$ cat src/hdl/packed_ring_pkg.sv
// constants and types for the packed ring driver-side controller
package packed_ring_pkg;
  // ==========================================
  // software register map (byte offsets)
  localparam logic [7:0] REG_CTRL = 8'h00;
  localparam logic [7:0] REG_QSIZE = 8'h04;
  localparam logic [7:0] REG_RING_BASE = 8'h08;
  localparam logic [7:0] REG_EVT_ADDR = 8'h0C;
  localparam logic [7:0] REG_BUF_LO = 8'h10;
  localparam logic [7:0] REG_BUF_HI = 8'h14;
  localparam logic [7:0] REG_BUF_LEN = 8'h18;
  localparam logic [7:0] REG_BUF_PUSH = 8'h1C;
  localparam logic [7:0] REG_STATUS = 8'h20;
  localparam logic [7:0] REG_USED = 8'h24;
  localparam logic [7:0] REG_CMD = 8'h28;
  localparam logic [7:0] REG_NEXT = 8'h2C;
  // ==========================================
  // field positions
  localparam int CTRL_NOTIF_DATA = 0;
  localparam int CTRL_PACKED = 1;
  localparam int CTRL_INDIRECT = 2;
  localparam int CTRL_QNUM_LSB = 16;
  localparam int CMD_ZERO = 0;
  localparam int CMD_RECLAIM = 1;
  localparam int CMD_RENOTIFY = 2;
  localparam int PUSH_WRITE = 0;
  localparam int PUSH_INDIRECT = 1;
  localparam int PUSH_LAST = 2;
  localparam int ERR_W = 5;
  localparam int ERR_LEN = 0;
  localparam int ERR_ORDER = 1;
  localparam int ERR_ROOM = 2;
  localparam int ERR_IND = 3;
  localparam int ERR_OVR = 4;
  localparam int ST_ERR_LSB = 1;
  localparam int ST_AVAIL_WRAP = 6;
  localparam int ST_USED_WRAP = 7;
  localparam int EVT_FLAGS_LSB = 16;
  localparam int FLAGS_LSB = 16;
  localparam int F_AVAIL_BIT = 7;
  localparam int F_USED_BIT = 15;
  // ==========================================
  // descriptor and event suppression encodings
  localparam logic [15:0] DESC_F_NEXT = 16'h0001;
  localparam logic [15:0] DESC_F_WRITE = 16'h0002;
  localparam logic [15:0] DESC_F_INDIRECT = 16'h0004;
  localparam logic [15:0] DESC_F_AVAIL = 16'h0080;
  localparam logic [15:0] DESC_F_USED = 16'h8000;
  localparam logic [1:0] EVT_ENABLE = 2'h0;
  localparam logic [1:0] EVT_DISABLE = 2'h1;
  localparam logic [1:0] EVT_DESC = 2'h2;
  localparam logic [3:0] DESC_SHIFT = 4'h0;
  localparam logic [2:0] W_ADDR_LO = 3'h0;
  localparam logic [2:0] W_ADDR_HI = 3'h1;
  localparam logic [2:0] W_LEN = 3'h2;
  localparam logic [2:0] W_ID = 3'h3;
  localparam logic [2:0] W_FLAGS = 3'h4;
  localparam logic [3:0] BE_LO = 4'h3;
  localparam logic [3:0] BE_HI = 4'hC;
  localparam logic [3:0] BE_ALL = 4'hF;
  localparam logic [1:0] RESP_OKAY = 2'h0;
  localparam logic [1:0] RESP_DECERR = 2'h3;
  // ==========================================
  // sizes and reset values
  localparam int MAX_CHAIN = 8;
  localparam logic [3:0] DEV_CHAIN_LIMIT = 4'h8;
  localparam int ID_SLOTS = 16;
  localparam logic [15:0] QSIZE_RST = 16'h0008;
  localparam logic [14:0] IDX_ZERO = 15'h0000;
  localparam logic [14:0] IDX_ONE = 15'h0001;
  localparam logic WRAP_RST = 1'b1;

  typedef enum logic [3:0] {
    S_IDLE, S_ZERO, S_CHECK, S_WRITE_DESC, S_WRITE_FIRST, S_READ_EVT, S_NOTIFY, S_RECL_READ, S_RECL_STEP
  } state_t;

  typedef struct packed {
    logic [63:0] addr;
    logic [31:0] len;
    logic wr;
    logic ind;
  } elem_t;
endpackage : packed_ring_pkg

$ cat src/hdl/packed_ring_driver.sv
// driver-side packed ring controller: posts descriptor chains, notifies, reclaims used entries
// Operation
// - descriptors touched only after reclaim sees used; never after avail flag written.
// - notification carries offset and wrap of next not-yet-available descriptor.
// - repeat notifications allowed on command, carrying unchanged offset and wrap.
// - chain longer than queue size or device limit is refused.
// - device-writable elements must follow every device-readable element.
// - ring must have room for whole chain before first descriptor exposed.
// - first descriptor exposed only after all following descriptors are exposed.
// - indirect flag only with indirect feature; indirect tables carry only write flag.
// - indirect descriptor never inside a next-linked chain; chain limit kept.
// - each element takes next ring entry, buffer id; write flag when device-writable.
// - avail flag equals driver wrap counter, used flag its complement.
// - after last ring entry invert wrap counter and restart at zero.
// - available and used wrap counters both start at one.
// - flags word written after other fields; first flags deferred to chain end.
// - flags visible before event suppression read; notify only if not suppressed.
// - notify whenever device event flags differ from the disable value.
// - without notification data, notification carries only the queue number.
// - packed: next offset and wrap; otherwise low 15 bits and bit 15 of index.
// - ring entries are zeroed before first use.
// - event flags encode enable, disable, descriptor-specific; last code reserved.
//
// The address map and the AXI4-Lite interface to the registers were decided locally.
`timescale 1ns/1ns
module packed_ring_driver
  import packed_ring_pkg::*;
(
  input wire logic core_clk, // 10 MHz system clock
  input wire logic sys_rst, // asynchronous reset, active high
  input wire logic [7:0] s_axi_awaddr, // write address
  input wire logic s_axi_awvalid, // write address valid
  output logic s_axi_awready, // write address ready
  input wire logic [31:0] s_axi_wdata, // write data
  input wire logic [3:0] s_axi_wstrb, // write strobes (full words assumed)
  input wire logic s_axi_wvalid, // write data valid
  output logic s_axi_wready, // write data ready
  output logic [1:0] s_axi_bresp, // write response
  output logic s_axi_bvalid, // write response valid
  input wire logic s_axi_bready, // write response ready
  input wire logic [7:0] s_axi_araddr, // read address
  input wire logic s_axi_arvalid, // read address valid
  output logic s_axi_arready, // read address ready
  output logic [31:0] s_axi_rdata, // read data
  output logic [1:0] s_axi_rresp, // read response
  output logic s_axi_rvalid, // read data valid
  input wire logic s_axi_rready, // read data ready
  output logic memReq, // shared memory request, held until memAck
  output logic memWe, // 1 write, 0 read
  output logic [31:0] memAddr, // word-aligned byte address
  output logic [31:0] memWdata, // write data
  output logic [3:0] memBe, // byte enables of a write
  input wire logic [31:0] memRdata, // read data, valid with memAck
  input wire logic memAck, // one-cycle completion of memReq
  output logic notifyValid, // one-cycle available buffer notification
  output logic [31:0] notifyData // queue number and optional next offset/wrap
);

  typedef struct packed {
    state_t st;
    logic awready;
    logic wready;
    logic bvalid;
    logic [1:0] bresp;
    logic arready;
    logic rvalid;
    logic [1:0] rresp;
    logic [31:0] rdata;
    logic [31:0] ctrl;
    logic [31:0] ringBase;
    logic [31:0] evtAddr;
    logic [31:0] bufLo;
    logic [31:0] bufHi;
    logic [31:0] bufLen;
    logic [15:0] qsize;
    logic [15:0] freeCount;
    logic [15:0] availIdx;
    logic [15:0] usedCount;
    logic [15:0] lastUsedId;
    logic [14:0] nextAvail;
    logic [14:0] nextUsed;
    logic [14:0] curIdx;
    logic [14:0] firstIdx;
    logic availWrap;
    logic usedWrap;
    logic curWrap;
    logic [ERR_W-1:0] errs;
    elem_t [MAX_CHAIN-1:0] elems;
    logic [3:0] elemCnt;
    logic tooMany;
    logic [ID_SLOTS-1:0][3:0] sgs;
    logic [3:0] nextId;
    logic [3:0] elemIdx;
    logic [2:0] wsel;
    logic [15:0] firstFlags;
    logic [3:0] steps;
    logic postReq;
    logic zeroReq;
    logic reclReq;
    logic renotReq;
    logic memReq;
    logic memWe;
    logic [31:0] memAddr;
    logic [31:0] memWdata;
    logic [3:0] memBe;
    logic notifyValid;
    logic [31:0] notifyData;
  } regs_t;

  regs_t r;
  regs_t next_r;

  // ==========================================
  // helpers
  function automatic logic [15:0] stepIdx(input logic [14:0] idx, input logic wrap, input logic [15:0] qs);
    logic [15:0] res;
    res = {wrap, 15'(idx + IDX_ONE)};
    if (16'({1'b0, idx} + 16'h0001) >= qs) begin
      res = {~wrap, IDX_ZERO};
    end
    return res;
  endfunction : stepIdx

  function automatic logic [31:0] descAddr(input logic [31:0] base, input logic [14:0] idx, input logic [2:0] w);
    return 32'(base + 32'({idx, DESC_SHIFT}) + 32'({w[1:0], 2'b00}));
  endfunction : descAddr

  function automatic logic [31:0] readReg(input regs_t s, input logic [7:0] a);
    logic [31:0] v;
    v = '0;
    if (a == REG_CTRL) begin
      v = s.ctrl;
    end else if (a == REG_QSIZE) begin
      v = {16'h0000, s.qsize};
    end else if (a == REG_RING_BASE) begin
      v = s.ringBase;
    end else if (a == REG_EVT_ADDR) begin
      v = s.evtAddr;
    end else if (a == REG_BUF_LO) begin
      v = s.bufLo;
    end else if (a == REG_BUF_HI) begin
      v = s.bufHi;
    end else if (a == REG_BUF_LEN) begin
      v = s.bufLen;
    end else if (a == REG_STATUS) begin
      v = {s.freeCount, 8'h00, s.usedWrap, s.availWrap, s.errs, s.st != S_IDLE};
    end else if (a == REG_USED) begin
      v = {s.usedCount, s.lastUsedId};
    end else if (a == REG_NEXT) begin
      v = {s.availIdx, s.availWrap, s.nextAvail};
    end
    return v;
  endfunction : readReg

  function automatic logic isMapped(input logic [7:0] a);
    return a <= REG_NEXT && a[1:0] == 2'b00;
  endfunction : isMapped

  // ==========================================
  // next state
  always_comb begin
    logic [ERR_W-1:0] errSet;
    logic [ERR_W-1:0] errClr;
    logic [15:0] flg;
    logic [15:0] stp;
    logic seenWr;
    logic doAdvance;
    elem_t e;
    errSet = '0;
    errClr = '0;
    flg = '0;
    stp = '0;
    seenWr = 1'b0;
    doAdvance = 1'b0;
    e = r.elems[r.elemIdx[2:0]];
    next_r = r;
    next_r.notifyValid = 1'b0;

    // AXI4-Lite write: address and data accepted together, then one response
    if (r.bvalid && s_axi_bready) begin
      next_r.bvalid = 1'b0;
    end
    if (r.awready) begin
      next_r.awready = 1'b0;
      next_r.wready = 1'b0;
      next_r.bvalid = 1'b1;
      next_r.bresp = RESP_OKAY;
      if (s_axi_awaddr == REG_CTRL) begin
        next_r.ctrl = s_axi_wdata;
      end else if (s_axi_awaddr == REG_QSIZE) begin
        if (r.st == S_IDLE) begin
          next_r.qsize = s_axi_wdata[15:0];
          next_r.freeCount = s_axi_wdata[15:0];
          next_r.nextAvail = IDX_ZERO;
          next_r.nextUsed = IDX_ZERO;
          next_r.availWrap = WRAP_RST;
          next_r.usedWrap = WRAP_RST;
          next_r.availIdx = '0;
        end else begin
          errSet[ERR_OVR] = 1'b1;
        end
      end else if (s_axi_awaddr == REG_RING_BASE) begin
        next_r.ringBase = s_axi_wdata;
      end else if (s_axi_awaddr == REG_EVT_ADDR) begin
        next_r.evtAddr = s_axi_wdata;
      end else if (s_axi_awaddr == REG_BUF_LO) begin
        next_r.bufLo = s_axi_wdata;
      end else if (s_axi_awaddr == REG_BUF_HI) begin
        next_r.bufHi = s_axi_wdata;
      end else if (s_axi_awaddr == REG_BUF_LEN) begin
        next_r.bufLen = s_axi_wdata;
      end else if (s_axi_awaddr == REG_BUF_PUSH) begin
        // element table is in use while a chain is being posted
        if (r.st != S_IDLE || r.postReq) begin
          errSet[ERR_OVR] = 1'b1;
        end else begin
          if (r.elemCnt >= DEV_CHAIN_LIMIT) begin
            next_r.tooMany = 1'b1;
          end else begin
            next_r.elems[r.elemCnt[2:0]] = '{addr: {r.bufHi, r.bufLo}, len: r.bufLen,
              wr: s_axi_wdata[PUSH_WRITE], ind: s_axi_wdata[PUSH_INDIRECT]};
            next_r.elemCnt = 4'(r.elemCnt + 4'h1);
          end
          next_r.postReq = s_axi_wdata[PUSH_LAST];
        end
      end else if (s_axi_awaddr == REG_STATUS) begin
        errClr = s_axi_wdata[ST_ERR_LSB +: ERR_W];
      end else if (s_axi_awaddr == REG_CMD) begin
        next_r.zeroReq = r.zeroReq | s_axi_wdata[CMD_ZERO];
        next_r.reclReq = r.reclReq | s_axi_wdata[CMD_RECLAIM];
        next_r.renotReq = r.renotReq | s_axi_wdata[CMD_RENOTIFY];
      end else if (!isMapped(s_axi_awaddr)) begin
        next_r.bresp = RESP_DECERR;
      end
    end else if (s_axi_awvalid && s_axi_wvalid && !r.bvalid) begin
      next_r.awready = 1'b1;
      next_r.wready = 1'b1;
    end

    // AXI4-Lite read
    if (r.rvalid && s_axi_rready) begin
      next_r.rvalid = 1'b0;
    end
    if (r.arready) begin
      next_r.arready = 1'b0;
      next_r.rvalid = 1'b1;
      next_r.rdata = readReg(r, s_axi_araddr);
      next_r.rresp = isMapped(s_axi_araddr) ? RESP_OKAY : RESP_DECERR;
    end else if (s_axi_arvalid && !r.rvalid) begin
      next_r.arready = 1'b1;
    end

    // ring engine
    case (r.st)
      S_IDLE: begin
        next_r.wsel = W_ADDR_LO;
        if (r.postReq) begin
          next_r.postReq = 1'b0;
          next_r.st = S_CHECK;
        end else if (r.zeroReq) begin
          next_r.zeroReq = 1'b0;
          next_r.curIdx = IDX_ZERO;
          next_r.st = S_ZERO;
        end else if (r.reclReq) begin
          next_r.reclReq = 1'b0;
          next_r.st = S_RECL_READ;
        end else if (r.renotReq) begin
          next_r.renotReq = 1'b0;
          next_r.st = S_READ_EVT;
        end
      end
      S_ZERO: begin
        if (!r.memReq) begin
          next_r.memReq = 1'b1;
          next_r.memWe = 1'b1;
          next_r.memAddr = descAddr(r.ringBase, r.curIdx, r.wsel);
          next_r.memWdata = '0;
          next_r.memBe = BE_ALL;
        end else if (memAck) begin
          next_r.memReq = 1'b0;
          next_r.wsel = 3'(r.wsel + 3'h1);
          if (r.wsel == W_ID) begin
            next_r.wsel = W_ADDR_LO;
            next_r.curIdx = 15'(r.curIdx + IDX_ONE);
            if (16'({1'b0, r.curIdx} + 16'h0001) >= r.qsize) begin
              next_r.st = S_IDLE;
            end
          end
        end
      end
      S_CHECK: begin
        for (int i = 0; i < MAX_CHAIN; i++) begin
          if (4'(i) < r.elemCnt) begin
            if (seenWr && !r.elems[i].wr) begin
              errSet[ERR_ORDER] = 1'b1;
            end
            seenWr = seenWr | r.elems[i].wr;
            if (r.elems[i].ind && (!r.ctrl[CTRL_INDIRECT] || r.elemCnt != 4'h1)) begin
              errSet[ERR_IND] = 1'b1;
            end
          end
        end
        if (r.tooMany || r.elemCnt == 4'h0 || 16'(r.elemCnt) > r.qsize) begin
          errSet[ERR_LEN] = 1'b1;
        end
        if (16'(r.elemCnt) > r.freeCount) begin
          errSet[ERR_ROOM] = 1'b1;
        end
        next_r.curIdx = r.nextAvail;
        next_r.curWrap = r.availWrap;
        next_r.firstIdx = r.nextAvail;
        next_r.elemIdx = '0;
        next_r.wsel = W_ADDR_LO;
        if (errSet != '0) begin
          next_r.elemCnt = '0;
          next_r.tooMany = 1'b0;
          next_r.st = S_IDLE;
        end else begin
          next_r.sgs[r.nextId] = r.elemCnt;
          next_r.freeCount = 16'(r.freeCount - 16'(r.elemCnt));
          next_r.st = S_WRITE_DESC;
        end
      end
      S_WRITE_DESC: begin
        flg = (r.curWrap ? DESC_F_AVAIL : DESC_F_USED);
        if (e.wr && !e.ind) begin
          flg = flg | DESC_F_WRITE;
        end
        if (e.ind) begin
          flg = flg | DESC_F_INDIRECT;
        end
        if (4'(r.elemIdx + 4'h1) != r.elemCnt) begin
          flg = flg | DESC_F_NEXT;
        end
        if (!r.memReq) begin
          next_r.memReq = 1'b1;
          next_r.memWe = 1'b1;
          next_r.memAddr = descAddr(r.ringBase, r.curIdx, r.wsel == W_FLAGS ? W_ID : r.wsel);
          next_r.memBe = BE_ALL;
          case (r.wsel)
            W_ADDR_LO: next_r.memWdata = e.addr[31:0];
            W_ADDR_HI: next_r.memWdata = e.addr[63:32];
            W_LEN: next_r.memWdata = e.len;
            W_ID: begin
              next_r.memWdata = {16'h0000, 12'h000, r.nextId};
              next_r.memBe = BE_LO;
            end
            default: begin
              next_r.memWdata = {flg, 16'h0000};
              next_r.memBe = BE_HI;
            end
          endcase
        end else if (memAck) begin
          next_r.memReq = 1'b0;
          next_r.wsel = 3'(r.wsel + 3'h1);
          if (r.wsel == W_ID && r.elemIdx == 4'h0) begin
            next_r.firstFlags = flg;
            doAdvance = 1'b1;
          end else if (r.wsel == W_FLAGS) begin
            doAdvance = 1'b1;
          end
        end
        if (doAdvance) begin
          stp = stepIdx(r.curIdx, r.curWrap, r.qsize);
          next_r.curIdx = stp[14:0];
          next_r.curWrap = stp[15];
          next_r.wsel = W_ADDR_LO;
          next_r.elemIdx = 4'(r.elemIdx + 4'h1);
          if (4'(r.elemIdx + 4'h1) == r.elemCnt) begin
            next_r.st = S_WRITE_FIRST;
          end
        end
      end
      S_WRITE_FIRST: begin
        if (!r.memReq) begin
          next_r.memReq = 1'b1;
          next_r.memWe = 1'b1;
          next_r.memAddr = descAddr(r.ringBase, r.firstIdx, W_ID);
          next_r.memWdata = {r.firstFlags, 16'h0000};
          next_r.memBe = BE_HI;
        end else if (memAck) begin
          next_r.memReq = 1'b0;
          next_r.nextAvail = r.curIdx;
          next_r.availWrap = r.curWrap;
          next_r.availIdx = 16'(r.availIdx + 16'(r.elemCnt));
          next_r.nextId = 4'(r.nextId + 4'h1);
          next_r.elemCnt = '0;
          next_r.st = S_READ_EVT;
        end
      end
      S_READ_EVT: begin
        // memory port completes in order, so the flags write is visible before this read
        if (!r.memReq) begin
          next_r.memReq = 1'b1;
          next_r.memWe = 1'b0;
          next_r.memAddr = r.evtAddr;
          next_r.memBe = BE_ALL;
        end else if (memAck) begin
          next_r.memReq = 1'b0;
          if (memRdata[EVT_FLAGS_LSB +: 2] != EVT_DISABLE) begin
            next_r.st = S_NOTIFY;
          end else begin
            next_r.st = S_IDLE;
          end
        end
      end
      S_NOTIFY: begin
        next_r.notifyValid = 1'b1;
        if (!r.ctrl[CTRL_NOTIF_DATA]) begin
          next_r.notifyData = {16'h0000, r.ctrl[CTRL_QNUM_LSB +: 16]};
        end else if (r.ctrl[CTRL_PACKED]) begin
          next_r.notifyData = {r.availWrap, r.nextAvail, r.ctrl[CTRL_QNUM_LSB +: 16]};
        end else begin
          next_r.notifyData = {r.availIdx, r.ctrl[CTRL_QNUM_LSB +: 16]};
        end
        next_r.st = S_IDLE;
      end
      S_RECL_READ: begin
        if (!r.memReq) begin
          next_r.memReq = 1'b1;
          next_r.memWe = 1'b0;
          next_r.memAddr = descAddr(r.ringBase, r.nextUsed, W_ID);
          next_r.memBe = BE_ALL;
        end else if (memAck) begin
          next_r.memReq = 1'b0;
          next_r.st = S_IDLE;
          if (memRdata[FLAGS_LSB + F_AVAIL_BIT] == r.usedWrap
              && memRdata[FLAGS_LSB + F_USED_BIT] == r.usedWrap) begin
            next_r.lastUsedId = memRdata[15:0];
            next_r.steps = r.sgs[memRdata[3:0]];
            next_r.freeCount = 16'(r.freeCount + 16'(r.sgs[memRdata[3:0]]));
            next_r.usedCount = 16'(r.usedCount + 16'h0001);
            next_r.st = S_RECL_STEP;
          end
        end
      end
      S_RECL_STEP: begin
        // skip over the whole chain that the one used entry stands for
        if (r.steps == 4'h0) begin
          next_r.st = S_RECL_READ;
        end else begin
          stp = stepIdx(r.nextUsed, r.usedWrap, r.qsize);
          next_r.nextUsed = stp[14:0];
          next_r.usedWrap = stp[15];
          next_r.steps = 4'(r.steps - 4'h1);
        end
      end
      default: next_r.st = S_IDLE;
    endcase

    // a hardware set in the clearing cycle wins
    next_r.errs = (r.errs & ~errClr) | errSet;
  end

  // ==========================================
  // state register
  always_ff @(posedge core_clk or posedge sys_rst) begin
    if (sys_rst) begin
      r <= '0;
      r.st <= S_IDLE;
      r.qsize <= QSIZE_RST;
      r.freeCount <= QSIZE_RST;
      r.availWrap <= WRAP_RST;
      r.usedWrap <= WRAP_RST;
      r.curWrap <= WRAP_RST;
    end else begin
      r <= next_r;
    end
  end

  assign s_axi_awready = r.awready;
  assign s_axi_wready = r.wready;
  assign s_axi_bvalid = r.bvalid;
  assign s_axi_bresp = r.bresp;
  assign s_axi_arready = r.arready;
  assign s_axi_rvalid = r.rvalid;
  assign s_axi_rdata = r.rdata;
  assign s_axi_rresp = r.rresp;
  assign memReq = r.memReq;
  assign memWe = r.memWe;
  assign memAddr = r.memAddr;
  assign memWdata = r.memWdata;
  assign memBe = r.memBe;
  assign notifyValid = r.notifyValid;
  assign notifyData = r.notifyData;
endmodule : packed_ring_driver

$ cat config.mk
export PLATFORM = sky130hd
export DESIGN_NAME = packed_ring_driver
export DESIGN_NICKNAME = d
export VERILOG_FILES = /design/src/hdl/packed_ring_pkg.sv /design/src/hdl/packed_ring_driver.sv
export SDC_FILE = /design/constraint.sdc
export NUM_CORES = 2
export LEC_CHECK = 0
export BUFFER_PORTS_ARGS = -buffer_cell sky130_fd_sc_hd__buf_2
export CORE_ASPECT_RATIO = 0.8
export CORE_MARGIN = 2
export CORE_UTILIZATION = 55
export CTS_BUF_LIST = sky130_fd_sc_hd__clkbuf_8
export CTS_CLUSTER_DIAMETER = 100
export CTS_CLUSTER_SIZE = 20
export DETAILED_ROUTE_END_ITERATION = 7
export GPL_TIMING_DRIVEN = 0
export PLACE_DENSITY = 0.78
export SLEW_MARGIN = 10
export SYNTH_ARGS = -nofsm -noshare
export SYNTH_HDL_FRONTEND = slang
export SYNTH_SLANG_ARGS = --single-unit
$ cat constraint.sdc
create_clock -name core_clk -period 47.9 [get_ports core_clk]
set_input_delay 7.185 -clock core_clk [delete_from_list [all_inputs] [get_ports core_clk]]
set_output_delay 7.185 -clock core_clk [all_outputs]
set_load 0.1 [all_outputs]
==> metrics.txt <==
post-layout min period roughly 11 ns; internal reg-to-reg setup slack 41.62 ns; Die Wd roughly 400 um; Seq/Total Area, Yosys approximately half; r2r worst-path depth 14; Setup crit start memRdata[0]; critical path fanouts, max 10; CP Launch Type primary input; Resized Gates After CTS 0; main combinational cell family by area after synthesis multiplexers; CTS H-tree lvls 3; Die Height 320 um; YS warnings 0; initial core utilization a little under three fifths; IO Port Bufs ~210; DRT iter0 DRCs 7482; Vias/cell 6.69; worst path arrival time 12.13 ns; clock transition at the registers of the reported paths 0.12 ns; final global-route overflow total 0; routed vias 51900; Hold WS roughly 0.47 ns; # fillers 10100; first-pass iteration count of the detailed router 8; largest net degree at the start of global routing 127; first-pass GRT wire length approximately 340000 um; fin nets 6295; max cap viols 0; critical path required time 48.64 ns; RSZ-0062 raised after global routing no; max_slew headroom 4.38%; run status finished with violations; Adder-Cell Fraction of Synth Area 2.22%; Post-Place Worst Slack 35.69 ns; CP max stage delay 0.75 ns; syn_area_per_cell 11.9 um2; VDD IR max 0.0472 mV; core area 125000 um2; layout cells sized above 1 29.1%; GRT Total Usage 37.2%; Lkg Pwr 35.1 nW; Worst path slowest cell buf_1; Row Count 116; clk_lat worst skew around 0.89 ns; clock buffer depth 3; maximum clock frequency just under 90 MHz; Post-synth top flop dfrtp_1; commonest non-fill, non-tap cell in the layout dfrtp_1; CTS Hold Bufs 0; Post-Syn Area 68800 um2; post-CTS setup buffers 0; mux contribution to synthesized area 25.2%; Tightest Pin Transition 1.43 ns; dpl cells 7654; I/O pin cnt 236; CTS tree done; Final Non-Filler Cells 7765; routability cong. ~1.1; TritonCTS buffer count 79; HP Start s_axi_rvalid$_DFFE_PP0P_; Die ar. roughly 130000 um2; Synth Area in Compound Gates 8.71%; DR DRC count 7; post-synthesis cell count 5774; most frequent cells in the layout dfrtp_1 (1356), mux2_2 (971), nand2_1 (585), o21ai_0 (275), clkbuf_1 (273); Mapped Nets 5985; initial antenna violation count 15; root cell of the clock tree clkbuf_8; Fin. Hold Viols 0; Setup crit end kind flop; hpwl dp ~180000 um; PwrDens 36.3 nW/um2; final slew viol count 0; CTS sink cnt 1361; worst-path cell chain clkbuf_1, buf_1, mux4_2, mux4_2, ha_1, fa_1, a21o_1, a21oi_1, nor3b_1, and3_1, nand3_1, mux2_2, o21ai_0, a22oi_1, o21ai_0; EDFF count, synth 0; R2R Path Start r[204]$_DFF_PP0_; antenna viol nets, final 0; fin crit share 23.8%; setup violators final 0; vias in the first global route 50100; post-DR wirelength/cell 30.8 um; Worst Setup EP r[1121]$_DFF_PP0_; Setup WS post-layout 36.51 ns; synthesis-to-layout area growth 7.02%; RR Endpoint r[1113]$_DFF_PP0_; register bit count reported by yosys approximately 1400; WS Path Type in -> reg; ys async rst share 100%; final wirelength between 200000 and 250000 um; xor/xnor cell area share of the yosys netlist 1.63%; worst hold path class reg -> reg; simple-gate share of the synthesized area 8.07%; clock skew about 0.062 ns; synth unique cells 105; setup tns final 0 ns; failing checks DRC
==> kinds of logic (layout without fill, tap and decap cells) <==
group           count (synthesis)  after routing
compound gates                919            919
flops                        1361           1361
simple gates                 1231           1231
buf+inv                       676           1010
mux                          1340           1340
fa+ha+maj                     119            119
xor+xnor                      128            128
other cells                     0              5
==> critical path, delay by kind of cell <==
family / cells / cell delay, ns
compound gates: 5 / 1.04
fa+ha+maj: 2 / 0.65
buf+inv: 2 / 1.36
mux: 3 / 1.34
simple gates: 3 / 0.56
==> Yosys cell counts (all sizes together), types with 56 or more instances <==
cell type | number | share of area, %
nor3 | 57 | 0.44
dfrtp | 1356 | 49
clkbuf | 291 | 1.7
a21oi | 171 | 1.2
a21o | 56 | 0.61
xnor2 | 87 | 1.1
mux2i | 151 | 2.2
nand2 | 586 | 3.2
inv | 91 | 0.50
nor2 | 257 | 1.4
nand3 | 104 | 0.77
ha | 114 | 2.1
o21ai | 285 | 2.1
mux2 | 973 | 16
mux4 | 216 | 7.1
buf | 291 | 2.5
==> routing by layer <==
layer / part of all wire (%) / track usage, % / wire [um] / vias up
met5: 0.15 / 1.56 / 368 / -
met4: 4.3 / 13.3 / 10200 / 12
met3: 14 / 14.7 / 33600 / 594
met2: 41 / 50.6 / 97900 / 3335
met1: 41 / 53.6 / 97000 / 26700
li1: - / - / - / 21300
==> stage by stage <==
step	utilization (%)	area, um2	total power [mW]
after floorplan	-	68800	1.83
after global placement	57.7	72000	2.11
after detailed placement	58.0	72300	2.12
after CTS	59.0	73600	2.64
after global routing	59.1	73600	2.75
final	59.1	73600	2.67
==> how the worst min path moves through the flow <==
stage / to / cells after the start / slack, ns
after floorplan: memAddr[10]$_DFFE_PP0P_ / 2 / 0.44
after global placement: s_axi_arready$_DFF_PP0_ / 1 / 0.44
after detailed placement: s_axi_arready$_DFF_PP0_ / 1 / 0.45
after CTS: s_axi_arready$_DFF_PP0_ / 1 / 0.47
after global routing: s_axi_arready$_DFF_PP0_ / 1 / 0.49
final: s_axi_arready$_DFF_PP0_ / 1 / 0.47
==> report_power, final <==
| part | internal (mW) | total, mW | switching, mW |
|---|---|---|---|
| clock | 0.160 | 0.542 | 0.382 |
| sequential | 1.21 | 1.30 | 0.0962 |
| combinational | 0.217 | 0.831 | 0.614 |
| total | 1.58 | 2.67 | 1.09 |
==> state kept, by name, summed over array words and instances, names as in the netlist, 2 cells and up <==
name         flops
memBe            2
notifyData      32
r             1221
s_axi_rdata     32
memWdata        32
memAddr         32
==> final cells by class <==
cell class              instances  area (um2)  share of cell area (%)
plain buffers                 582        2880                    3.91
clock buffers                  81        1110                    1.51
well taps                    1652        2070                    2.81
diodes                          5        12.5                  0.0170
repair buffers                229        1430                    1.94
inverters                      94         360                   0.489
clock inverters                24         169                   0.229
multi-input cells            3737       31500                    42.8
flip-flops and latches       1361       34100                    46.3
Note: power is estimated with default switching activity, not from simulation.
